File: src/include/sie_pkg.sv
// package: constants and carrier types for the safety input evaluation block
package sie_pkg;
    // ------------------------------------------------------------
    // timebase
    // ------------------------------------------------------------
    localparam int CLK_NS = 10;                         // 100 MHz system clock
    localparam int US_NS  = 1000;                       // microsecond tick
    localparam int US_CYC = (US_NS + CLK_NS - 1) / CLK_NS;
    localparam int MS_US  = 1000;                       // microseconds per ms tick

    // ------------------------------------------------------------
    // widths
    // ------------------------------------------------------------
    localparam int AW     = 8;
    localparam int N_IN   = 4;                          // three function inputs + brake
    localparam int N_CH   = 8;                          // two channels per input
    localparam int N_FN   = 3;
    localparam int N_EVT  = 12;
    localparam int FILT_W = 17;
    localparam int TOL_W  = 20;
    localparam int PER_W  = 14;
    localparam int PUL_W  = 10;
    localparam int FN_W   = 3;
    localparam int LINK_W = 18;
    localparam int CTRL_W = 8;
    localparam int SF_W   = 7;                          // function codes 1..7

    // ------------------------------------------------------------
    // limits and reset values (times in us or ms)
    // ------------------------------------------------------------
    localparam logic [FILT_W-1:0] FILT_MAX = 17'h186a0; // 100000 us
    localparam logic [FILT_W-1:0] FILT_RST = 17'h02710; // 10000 us
    localparam logic [TOL_W-1:0]  TOL_MAX  = 20'hf4240; // 1000000 us
    localparam logic [TOL_W-1:0]  TOL_RST  = 20'h02710; // 10000 us
    localparam logic [PER_W-1:0]  PER_MIN  = 14'h0001;  // 1 ms
    localparam logic [PER_W-1:0]  PER_MAX  = 14'h2710;  // 10000 ms
    localparam logic [PER_W-1:0]  PER_RST  = 14'h2710;
    localparam logic [PUL_W-1:0]  PUL_MIN  = 10'h1f4;   // 500 us
    localparam logic [PUL_W-1:0]  PUL_MAX  = 10'h3e8;   // 1000 us
    localparam logic [PUL_W-1:0]  PUL_RST  = 10'h3e8;

    // ------------------------------------------------------------
    // function codes and register layout
    // ------------------------------------------------------------
    localparam logic [FN_W-1:0]   FN_NONE            = 3'h0;
    localparam logic [FN_W-1:0]   FN_SAFE_TORQUE_OFF = 3'h1;
    localparam logic [FN_W-1:0]   FN_SAFE_BRAKE_CTRL = 3'h2;
    localparam int                LINK_STRIDE = 6;      // first [2:0], second [5:3]
    localparam logic [LINK_W-1:0] LINK_RST    = 18'h00081;
    localparam int                CHK_LSB     = 0;      // test pulse checks, brake at 3
    localparam int                ANTI_LSB    = 4;      // antivalent mode per input
    localparam logic [CTRL_W-1:0] CTRL_RST    = 8'h00;
    localparam int                DISC_LSB    = 8;      // conn events below
    localparam logic [N_EVT-1:0]  ISTAT_RST   = 12'h000;
    localparam logic [N_EVT-1:0]  IMASK_RST   = 12'h000;

    localparam logic [AW-1:0] REG_CTRL  = 8'h00;
    localparam logic [AW-1:0] REG_LINK  = 8'h04;
    localparam logic [AW-1:0] REG_PER   = 8'h08;
    localparam logic [AW-1:0] REG_PUL   = 8'h0c;
    localparam logic [AW-1:0] REG_FILT0 = 8'h10;        // four words
    localparam logic [AW-1:0] REG_TOL0  = 8'h20;        // four words
    localparam logic [AW-1:0] REG_LVL   = 8'h30;
    localparam logic [AW-1:0] REG_ISTAT = 8'h34;
    localparam logic [AW-1:0] REG_IMASK = 8'h38;

    // ------------------------------------------------------------
    // carriers
    // ------------------------------------------------------------
    typedef struct packed {
        logic [AW-1:0] addr;
        logic [31:0]   wdata;
        logic          wr;
        logic          rd;
    } sie_bus_req_type;

    typedef struct packed {
        logic [FILT_W-1:0] filt_us;
        logic              chk_en;
        logic [PER_W-1:0]  per_ms;
        logic [PUL_W-1:0]  pul_us;
    } sie_chan_cfg_type;
endpackage : sie_pkg

File: src/sie_chan_filt.sv
// module: one input channel - synchroniser, debounce, test pulse watchdog
`timescale 1ns/1ps
module sie_chan_filt
    import sie_pkg::*;
(
    // clock and reset
    input  wire logic             clk_sys,
    input  wire logic             arst_n,
    // pin and timebase
    input  wire logic             pin,
    input  wire logic             us_tick,
    input  wire logic             ms_tick,
    input  wire sie_chan_cfg_type cfg,
    // results
    output logic                  level_q,
    output logic                  conn_evt_q
);
    logic [2:0]        sync_q;
    logic              stab_q;
    logic              stab_prev_q;
    logic [FILT_W-1:0] fcnt_q;
    logic [PUL_W:0]    low_q;
    logic [PER_W-1:0]  wcnt_q;
    logic              pulse_ok;

    // three stages; stage one is read by stage two only
    always_ff @(posedge clk_sys or negedge arst_n) begin
        if (!arst_n) begin
            sync_q      <= 3'h0;
            stab_q      <= 1'b0;
            stab_prev_q <= 1'b0;
        end else begin
            sync_q      <= {sync_q[1:0], pin};
            stab_q      <= (sync_q[1] == sync_q[2]) ? sync_q[2] : stab_q;
            stab_prev_q <= stab_q;
        end
    end

    // debounce: new level must stand for the filter time; zero passes at once
    always_ff @(posedge clk_sys or negedge arst_n) begin
        if (!arst_n) begin
            fcnt_q  <= '0;
            level_q <= 1'b0;
        end else if (stab_q == level_q) begin
            fcnt_q <= '0;
        end else if (fcnt_q >= cfg.filt_us) begin
            level_q <= stab_q;
            fcnt_q  <= '0;
        end else if (us_tick) begin
            fcnt_q <= fcnt_q + 17'h00001;
        end
    end

    // low run length in us, saturating at 1024, above the widest pulse
    always_ff @(posedge clk_sys or negedge arst_n) begin
        if (!arst_n) begin
            low_q <= '0;
        end else if (stab_q) begin
            low_q <= '0;
        end else if (us_tick && !low_q[PUL_W]) begin
            low_q <= low_q + 11'h001;
        end
    end

    // a dip counts when it ends no longer than the set pulse width
    assign pulse_ok = stab_q && !stab_prev_q && (low_q != '0)
                      && (low_q <= {1'b0, cfg.pul_us});

    // watchdog: only armed while checked and the input stands high
    always_ff @(posedge clk_sys or negedge arst_n) begin
        if (!arst_n) begin
            wcnt_q     <= '0;
            conn_evt_q <= 1'b0;
        end else begin
            conn_evt_q <= 1'b0;
            if (!cfg.chk_en || !level_q || pulse_ok) begin
                wcnt_q <= '0;
            end else if (wcnt_q >= cfg.per_ms) begin
                conn_evt_q <= 1'b1;
                wcnt_q     <= '0;
            end else if (ms_tick) begin
                wcnt_q <= wcnt_q + 14'h0001;
            end
        end
    end
endmodule : sie_chan_filt

File: src/sie_eval.sv
// module: top of the dual-channel safety input evaluation block
`timescale 1ns/1ps
// Behaviour
// - debounce every channel with per-input filter time
// - one shared test pulse period, 1-10000 ms
// - one shared test pulse width, 500-1000 us
// - per function input test pulse check enable
// - brake feedback test pulse check enable
// - each function input triggers first linked safety function
// - optional second function fires with the first
// - channels expected equal or opposite per input
// - tolerate channel deviation up to set time
module sie_eval
    import sie_pkg::*;
#(
    parameter int US_CYCLES = US_CYC        // cycles per us tick, may shrink in simulation
) (
    // clock and reset
    input  wire logic            clk_sys,
    input  wire logic            arst_n,
    // register port
    input  wire sie_bus_req_type bus_req,
    output logic [31:0]          rd_data_q,
    // input pins, channel 2i is A and 2i+1 is B, input 3 is brake feedback
    input  wire logic [N_CH-1:0] in_pin,
    // results
    output logic [SF_W-1:0]      sf_req_q,
    output logic [N_IN-1:0]      fault_q,
    output logic                 irq_q
);
    // ------------------------------------------------------------
    // declarations
    // ------------------------------------------------------------
    logic [11:0]            us_cnt_q;
    logic                   us_tick_q;
    logic [9:0]             ms_cnt_q;
    logic                   ms_tick_q;
    logic [CTRL_W-1:0]      ctrl_q;
    logic [LINK_W-1:0]      link_q;
    logic [PER_W-1:0]       per_q;
    logic [PUL_W-1:0]       pul_q;
    logic [FILT_W-1:0]      filt_q [N_IN];
    logic [TOL_W-1:0]       tol_q  [N_IN];
    logic [TOL_W-1:0]       tcnt_q [N_IN];
    logic [N_EVT-1:0]       istat_q;
    logic [N_EVT-1:0]       imask_q;
    logic [N_EVT-1:0]       evt;
    logic [N_EVT-1:0]       w1c;
    logic [N_CH-1:0]        lvl;
    logic [N_CH-1:0]        conn_evt;
    logic [N_CH-1:0]        chk_ch;
    logic [N_IN-1:0]        mism;
    logic [N_IN-1:0]        over;
    logic [N_IN-1:0]        disc_evt;
    logic [N_IN-1:0]        dem_q;
    logic [FN_W-1:0]        fst [N_FN];
    logic [FN_W-1:0]        snd [N_FN];
    logic [SF_W-1:0]        sf_req_d;
    logic [31:0]            rd_d;
    logic [31:0]            per_cl;
    logic [31:0]            pul_cl;
    logic [31:0]            filt_cl;
    logic [31:0]            tol_cl;
    sie_chan_cfg_type       cfg_w [N_CH];

    // out-of-range writes are pulled to the nearest legal value
    function automatic logic [31:0] clamp(logic [31:0] v, logic [31:0] lo, logic [31:0] hi);
        if (v < lo) return lo;
        if (v > hi) return hi;
        return v;
    endfunction : clamp

    // ------------------------------------------------------------
    // timebase
    // ------------------------------------------------------------
    // us tick from the system clock; all filter and tolerance times count it
    always_ff @(posedge clk_sys or negedge arst_n) begin
        if (!arst_n) begin
            us_cnt_q  <= '0;
            us_tick_q <= 1'b0;
        end else begin
            us_tick_q <= (us_cnt_q == 12'(US_CYCLES - 1));
            us_cnt_q  <= (us_cnt_q == 12'(US_CYCLES - 1)) ? '0 : us_cnt_q + 12'h001;
        end
    end

    // ms tick for the test pulse period
    always_ff @(posedge clk_sys or negedge arst_n) begin
        if (!arst_n) begin
            ms_cnt_q  <= '0;
            ms_tick_q <= 1'b0;
        end else begin
            ms_tick_q <= us_tick_q && (ms_cnt_q == 10'(MS_US - 1));
            if (us_tick_q) begin
                ms_cnt_q <= (ms_cnt_q == 10'(MS_US - 1)) ? '0 : ms_cnt_q + 10'h001;
            end
        end
    end

    // ------------------------------------------------------------
    // register port
    // ------------------------------------------------------------
    assign per_cl  = clamp(bus_req.wdata, 32'(PER_MIN), 32'(PER_MAX));
    assign pul_cl  = clamp(bus_req.wdata, 32'(PUL_MIN), 32'(PUL_MAX));
    assign filt_cl = clamp(bus_req.wdata, 32'h0, 32'(FILT_MAX));
    assign tol_cl  = clamp(bus_req.wdata, 32'h0, 32'(TOL_MAX));

    // shared configuration words
    always_ff @(posedge clk_sys or negedge arst_n) begin
        if (!arst_n) begin
            ctrl_q  <= CTRL_RST;
            link_q  <= LINK_RST;
            per_q   <= PER_RST;
            pul_q   <= PUL_RST;
            imask_q <= IMASK_RST;
        end else if (bus_req.wr) begin
            case (bus_req.addr)
                REG_CTRL:  ctrl_q  <= bus_req.wdata[CTRL_W-1:0];
                REG_LINK:  link_q  <= bus_req.wdata[LINK_W-1:0];
                REG_PER:   per_q   <= per_cl[PER_W-1:0];
                REG_PUL:   pul_q   <= pul_cl[PUL_W-1:0];
                REG_IMASK: imask_q <= bus_req.wdata[N_EVT-1:0];
                default: ;
            endcase
        end
    end

    // per-input filter and tolerance times
    always_ff @(posedge clk_sys or negedge arst_n) begin
        if (!arst_n) begin
            for (int i = 0; i < N_IN; i++) begin
                filt_q[i] <= FILT_RST;
                tol_q[i]  <= TOL_RST;
            end
        end else begin
            for (int i = 0; i < N_IN; i++) begin
                if (bus_req.wr && bus_req.addr == (REG_FILT0 | 8'(i << 2))) begin
                    filt_q[i] <= filt_cl[FILT_W-1:0];
                end
                if (bus_req.wr && bus_req.addr == (REG_TOL0 | 8'(i << 2))) begin
                    tol_q[i] <= tol_cl[TOL_W-1:0];
                end
            end
        end
    end

    // read mux; unmapped addresses read zero
    always_comb begin
        rd_d = '0;
        case (bus_req.addr)
            REG_CTRL:  rd_d = 32'(ctrl_q);
            REG_LINK:  rd_d = 32'(link_q);
            REG_PER:   rd_d = 32'(per_q);
            REG_PUL:   rd_d = 32'(pul_q);
            REG_LVL:   rd_d = 32'({fault_q, dem_q, lvl});
            REG_ISTAT: rd_d = 32'(istat_q);
            REG_IMASK: rd_d = 32'(imask_q);
            default: begin
                for (int i = 0; i < N_IN; i++) begin
                    if (bus_req.addr == (REG_FILT0 | 8'(i << 2))) rd_d = 32'(filt_q[i]);
                    if (bus_req.addr == (REG_TOL0 | 8'(i << 2)))  rd_d = 32'(tol_q[i]);
                end
            end
        endcase
    end

    // read data valid only in the cycle after the strobe
    always_ff @(posedge clk_sys or negedge arst_n) begin
        if (!arst_n) rd_data_q <= '0;
        else         rd_data_q <= bus_req.rd ? rd_d : '0;
    end

    // ------------------------------------------------------------
    // channels
    // ------------------------------------------------------------
    for (genvar c = 0; c < N_CH; c++) begin : g_ch
        assign chk_ch[c] = ctrl_q[CHK_LSB + c / 2];
        assign cfg_w[c]  = '{filt_us: filt_q[c / 2], chk_en: chk_ch[c],
                             per_ms: per_q, pul_us: pul_q};
        sie_chan_filt u_filt (
            .clk_sys    (clk_sys),
            .arst_n     (arst_n),
            .pin        (in_pin[c]),
            .us_tick    (us_tick_q),
            .ms_tick    (ms_tick_q),
            .cfg        (cfg_w[c]),
            .level_q    (lvl[c]),
            .conn_evt_q (conn_evt[c])
        );
    end

    // ------------------------------------------------------------
    // discrepancy check
    // ------------------------------------------------------------
    // mismatch against the expected relation, equal unless antivalent is set
    always_comb begin
        for (int i = 0; i < N_IN; i++) begin
            mism[i] = lvl[2*i] ^ lvl[2*i+1] ^ ctrl_q[ANTI_LSB + i];
            over[i] = tcnt_q[i] >= tol_q[i];
        end
    end
    assign disc_evt = mism & over & ~fault_q;

    // fault holds until the channels return to the expected relation
    always_ff @(posedge clk_sys or negedge arst_n) begin
        if (!arst_n) begin
            for (int i = 0; i < N_IN; i++) tcnt_q[i] <= '0;
            fault_q <= '0;
        end else begin
            for (int i = 0; i < N_IN; i++) begin
                if (!mism[i]) begin
                    tcnt_q[i]  <= '0;
                    fault_q[i] <= 1'b0;
                end else if (over[i]) begin
                    fault_q[i] <= 1'b1;
                end else if (us_tick_q) begin
                    tcnt_q[i] <= tcnt_q[i] + 20'h00001;
                end
            end
        end
    end

    // ------------------------------------------------------------
    // safety function requests
    // ------------------------------------------------------------
    // demand on low A channel, discrepancy, or a pending connection error;
    // failing safe costs a spurious stop rather than a missed one
    always_ff @(posedge clk_sys or negedge arst_n) begin
        if (!arst_n) begin
            dem_q <= '1;
        end else begin
            for (int i = 0; i < N_IN; i++) begin
                dem_q[i] <= !lvl[2*i] || fault_q[i] || (|istat_q[2*i +: 2]);
            end
        end
    end

    // both linked functions of a demanded input fire together
    always_comb begin
        sf_req_d = '0;
        for (int i = 0; i < N_FN; i++) begin
            fst[i] = link_q[i*LINK_STRIDE +: FN_W];
            snd[i] = link_q[i*LINK_STRIDE + FN_W +: FN_W];
            if (dem_q[i] && fst[i] != FN_NONE) sf_req_d[fst[i] - 3'h1] = 1'b1;
            if (dem_q[i] && snd[i] != FN_NONE) sf_req_d[snd[i] - 3'h1] = 1'b1;
        end
    end

    always_ff @(posedge clk_sys or negedge arst_n) begin
        if (!arst_n) sf_req_q <= '0;
        else         sf_req_q <= sf_req_d;
    end

    // ------------------------------------------------------------
    // interrupts
    // ------------------------------------------------------------
    assign evt = {disc_evt, conn_evt};
    assign w1c = (bus_req.wr && bus_req.addr == REG_ISTAT) ? bus_req.wdata[N_EVT-1:0] : '0;

    // sticky status; a new event beats a clear in the same cycle
    always_ff @(posedge clk_sys or negedge arst_n) begin
        if (!arst_n) begin
            istat_q <= ISTAT_RST;
            irq_q   <= 1'b0;
        end else begin
            istat_q <= (istat_q & ~w1c) | evt;
            irq_q   <= |(istat_q & imask_q);
        end
    end
endmodule : sie_eval

File: config.mk
export PLATFORM = sky130hd
export DESIGN_NAME = sie_eval
export DESIGN_NICKNAME = d
export VERILOG_FILES = /design/src/include/sie_pkg.sv /design/src/sie_chan_filt.sv /design/src/sie_eval.sv
export SDC_FILE = /design/constraint.sdc
export NUM_CORES = 2
export LEC_CHECK = 0
export BUFFER_PORTS_ARGS = -buffer_cell sky130_fd_sc_hd__buf_2
export CORE_AREA = 10 10 331 365
export DETAILED_ROUTE_END_ITERATION = 16
export DIE_AREA = 0 0 341 375
export PLACE_DENSITY = 0.54
export SYNTH_ARGS = -nofsm -noshare
export SYNTH_HDL_FRONTEND = slang
export SYNTH_SLANG_ARGS = --single-unit
File: constraint.sdc
create_clock -name clk_sys -period 4.4 [get_ports clk_sys]
set_input_delay 0.44 -clock clk_sys [delete_from_list [all_inputs] [get_ports clk_sys]]
set_output_delay 0.44 -clock clk_sys [all_outputs]
set_load 0.005 [all_outputs]
==> summary.md <==
| Metric | Value |
|---|---|
| Share of cells above drive strength 1 | `0.0950` |
| CTS Buffer Depth | `3` |
| # port buffers | `83` |
| EDFF count, synth | `0` |
| Ys flop type | `dfrtp_1` |
| Initial Util | `0.397` |
| Reg2Reg Launch Point | `tol_q[73]` |
| Critical Path Start Type | `flop` |
| Largest net degree at the start of global routing | `101` |
| Max Fclk | `0.312 GHz` |
| Most numerous cell in the Yosys netlist | `dfrtp_1` |
| Die area | `128000 um2` |
| Routed vias | `36100` |
| Critical path data required time | `5.00 ns` |
| Syn Std Cell Area | `45000 um2` |
| Initial antenna violation count | `10` |
| Max Used Layer | `met5` |
| Arrival time worst endpoint | `3.81 ns` |
| Placed cells | `6320` |
| Worst Hold Class | `in -> reg` |
| Total negative setup slack | `0 ns` |
| Ranking of synthesized cells by area | `dfrtp_1 39%, ha_1 13%, nor2_1 5.1%, xor2_1 4.0%, nand2_1 3.6%` |
| Number of max-cap violations | `0` |
| Cts bufs inserted | `88` |
| Drt wl/cell | `22.2 um` |
| Period utilisation layout | `0.729` |
| First-pass GRT wire length | `223000 um` |
| Die span in y | `375 um` |
| CTS clk-pin slew, worst paths | `0.07 ns` |
| Clock sinks | `754` |
| Postcts setup bufs | `0` |
| All-Layer GR Usage | `0.223` |
| Initial DRC Count | `3136` |
| Asr flop ratio synth | `1.00` |
| CP Capture Type | `flop` |
| Post-detailed-route count of antenna-violating nets | `0` |
| Slew Limit Fails | `0` |
| Worst hold path endpoint | `link_q[17]` |
| I/O pin count | `96` |
| Final net count | `5411` |
| Vias per std cell | `5.57` |
| Post-Layout Cell Count | `6490` |
| Worst reg-to-reg setup slack | `1.19 ns` |
| Status | `complete, no violations` |
| Clk Latency, worst-skew pair | `0.70 ns` |
| Core Region | `113000 um2` |
| R2r worst-path depth | `9` |
| Area Overhead vs Synth | `12.2%` |
| Number of cell rows | `130` |
| RR Endpoint | `tcnt_q[68]` |
| Power density cells | `313 nW/um2` |
| Clk_skew | `0.0445 ns` |
| Overflow after GRT | `0` |
| CTS root buffer | `clkbuf_16` |
| DP HPWL | `106000 um` |
| Maximum VDD drop | `0.257 mV` |
| Largest area contributor in the netlist | `dfrtp_1` |
| Top-area cell type share of the netlist area | `0.387` |
| WL final | `144000 um` |
| Hold Violations, Final | `0` |
| Leakage power | `22.8 nW` |
| Chip Width | `341 um` |
| H-tree level count | `3` |
| Post-route DRC | `0` |
| # setup viols final | `0` |
| 1st-pass router iterations | `8` |
| Sequential area share after synthesis | `0.421` |
| Vias in the first global route | `35500` |
| WL met1 | `63000 um` |
| RSZ-0062 raised after global routing | `false` |
| Relative slew slack | `0.229` |
| Cells after Synth | `4788` |
| CTS tree | `yes` |
| WHS Path Cells | `2` |
| Number of library cell types mapped by synthesis | `87` |
| Synthesized area per cell | `9.40 um2` |
| Crit path max fanout | `9` |
| Yosys warning total | `0` |
| Tmin final | `3.21 ns` |
| Routability cong. | `1.02` |
| CP Class | `reg -> reg` |
| Synth cell count leaders | `697 x dfrtp_1, 613 x nor2_1, 458 x ha_1, 435 x nand2_1, 265 x inv_1` |
| FF+latch count, synth | `754` |
| Routed met2 length | `66500 um` |
| Worst Hold Launch | `bus_req[19]` |
| Met3 routed WL | `8480 um` |
| Least-Margin Pin Slew | `1.13 ns` |
[layout make-up]
class | count | area, um2
tap | 1518 | 1900
fill | 11000 | 62900
clock buffer | 132 | 2590
inverter | 266 | 998
timing repair buffer | 181 | 1280
sequential | 754 | 18900
multi-input combinational | 3610 | 24500
clock inverter | 26 | 303
antenna | 3 | 7.51
[worst max path at each step]
stage / start / slack, ns / to / cells past startpoint
after floorplan: tol_q[10] / 1.74 / tcnt_q[15] / 10
after CTS: pul_q[6] / 1.12 / g_ch[3].u_filt.wcnt_q[13] / 8
after global placement: bus_req[4] / 1.01 / tol_q[21] / 8
final: tol_q[73] / 1.19 / tcnt_q[68] / 9
after detailed placement: bus_req[4] / 1.03 / tol_q[41] / 8
after global routing: tol_q[73] / 0.89 / tcnt_q[78] / 9
[layout by cell type (no fill, tap or decap), types with 15 or more instances in the layout]
| cell type | count |
|---|---|
| a211oi_1 | 36 |
| a21o_1 | 65 |
| a21oi_1 | 190 |
| a221oi_1 | 15 |
| a22o_1 | 43 |
| a22oi_1 | 45 |
| a2bb2oi_1 | 22 |
| a31oi_1 | 24 |
| and3_1 | 87 |
| and4_1 | 28 |
| buf_2 | 82 |
| buf_4 | 81 |
| clkbuf_1 | 24 |
| clkbuf_16 | 90 |
| clkbuf_8 | 18 |
| clkinv_2 | 16 |
| dfrtp_1 | 695 |
| dfstp_2 | 57 |
| ha_1 | 458 |
| inv_1 | 265 |
| mux2_2 | 43 |
| mux2i_1 | 29 |
| nand2_1 | 435 |
| nand2b_1 | 22 |
| nand3_1 | 152 |
| nand4_1 | 131 |
| nor2_1 | 613 |
| nor2b_1 | 50 |
| nor3_1 | 74 |
| nor4_1 | 68 |
| o211ai_1 | 19 |
| o21a_1 | 38 |
| o21ai_0 | 194 |
| o21ai_1 | 43 |
| o22ai_1 | 50 |
| or3_1 | 21 |
| xnor2_1 | 182 |
| xor2_1 | 206 |
[metal layers]
layer / vias to the layer above / global-route usage
met5: - / 0
met4: 14 / 0.0935
met3: 298 / 0.0378
met1: 17700 / 0.292
li1: 17200 / -
met2: 962 / 0.361
[sequential cells by signal, summed over array words and instances, names as in the netlist, 10 cells and up]
register	flops
istat_q	12
tcnt_q	80
cfg_w	68
g_ch.u_filt.sync_q	24
g_ch.u_filt.wcnt_q	112
g_ch.u_filt.low_q	88
g_ch.u_filt.fcnt_q	136
imask_q	12
rd_data_q	20
link_q	18
pul_q	10
ms_cnt_q	10
us_cnt_q	12
per_q	14
tol_q	80
[report_power, final]
| group | internal [mW] | switching (mW) | total, mW |
|---|---|---|---|
| clock network | 4.40 | 3.08 | 7.49 |
| logic | 0.329 | 0.831 | 1.16 |
| registers | 7.05 | 0.129 | 7.18 |
| total | 11.8 | 4.04 | 15.8 |
[worst max-delay path: stages (launching register included)]
cell and delay (ns):
dfstp_2 0.60, inv_1 0.06, ha_1 0.30, a211oi_1 0.27, o21ai_0 0.13, a211oi_1 0.37, nand2_1 0.30, a211oi_1 0.73
nand3_1 0.17, a21oi_1 0.17
[cell families after synthesis]
| family | Yosys count | share of synthesized area |
|---|---|---|
| adders and majority gates | 466 | 0.129 |
| xor gates and xnor gates | 391 | 0.0761 |
| buffers and inverters | 435 | 0.0377 |
| AOI/OAI and AO/OA | 898 | 0.131 |
| DFF | 754 | 0.421 |
| muxes | 77 | 0.0197 |
| other | 1 | 0.0000833 |
| and+or+nand+nor | 1766 | 0.186 |
[through the flow]
step / power (mW) / area (um2) / utilization / setup slack [ns] / hold WS [ns]
6_report: 15.8 / 50500 / 0.446 / 1.19 / 0.156
2_1_floorplan: 7.82 / 45100 / - / 1.74 / 0.144
4_1_cts: 16.0 / 50500 / 0.445 / 1.12 / 0.0925
5_1_grt: 16.4 / 50500 / 0.445 / 0.888 / 0.143
3_5_place_dp: 8.45 / 47500 / 0.419 / 1.03 / 0.335
3_3_place_gp: 8.44 / 47500 / 0.419 / 1.01 / 0.331
[timing repair]
item	in CTS	in global routing
hold buffers	9	0
gates resized for setup	0	0
hold endpoints to repair	77	0
endpoints found under the setup margin	0	0
(Power assumes the default switching activity.)
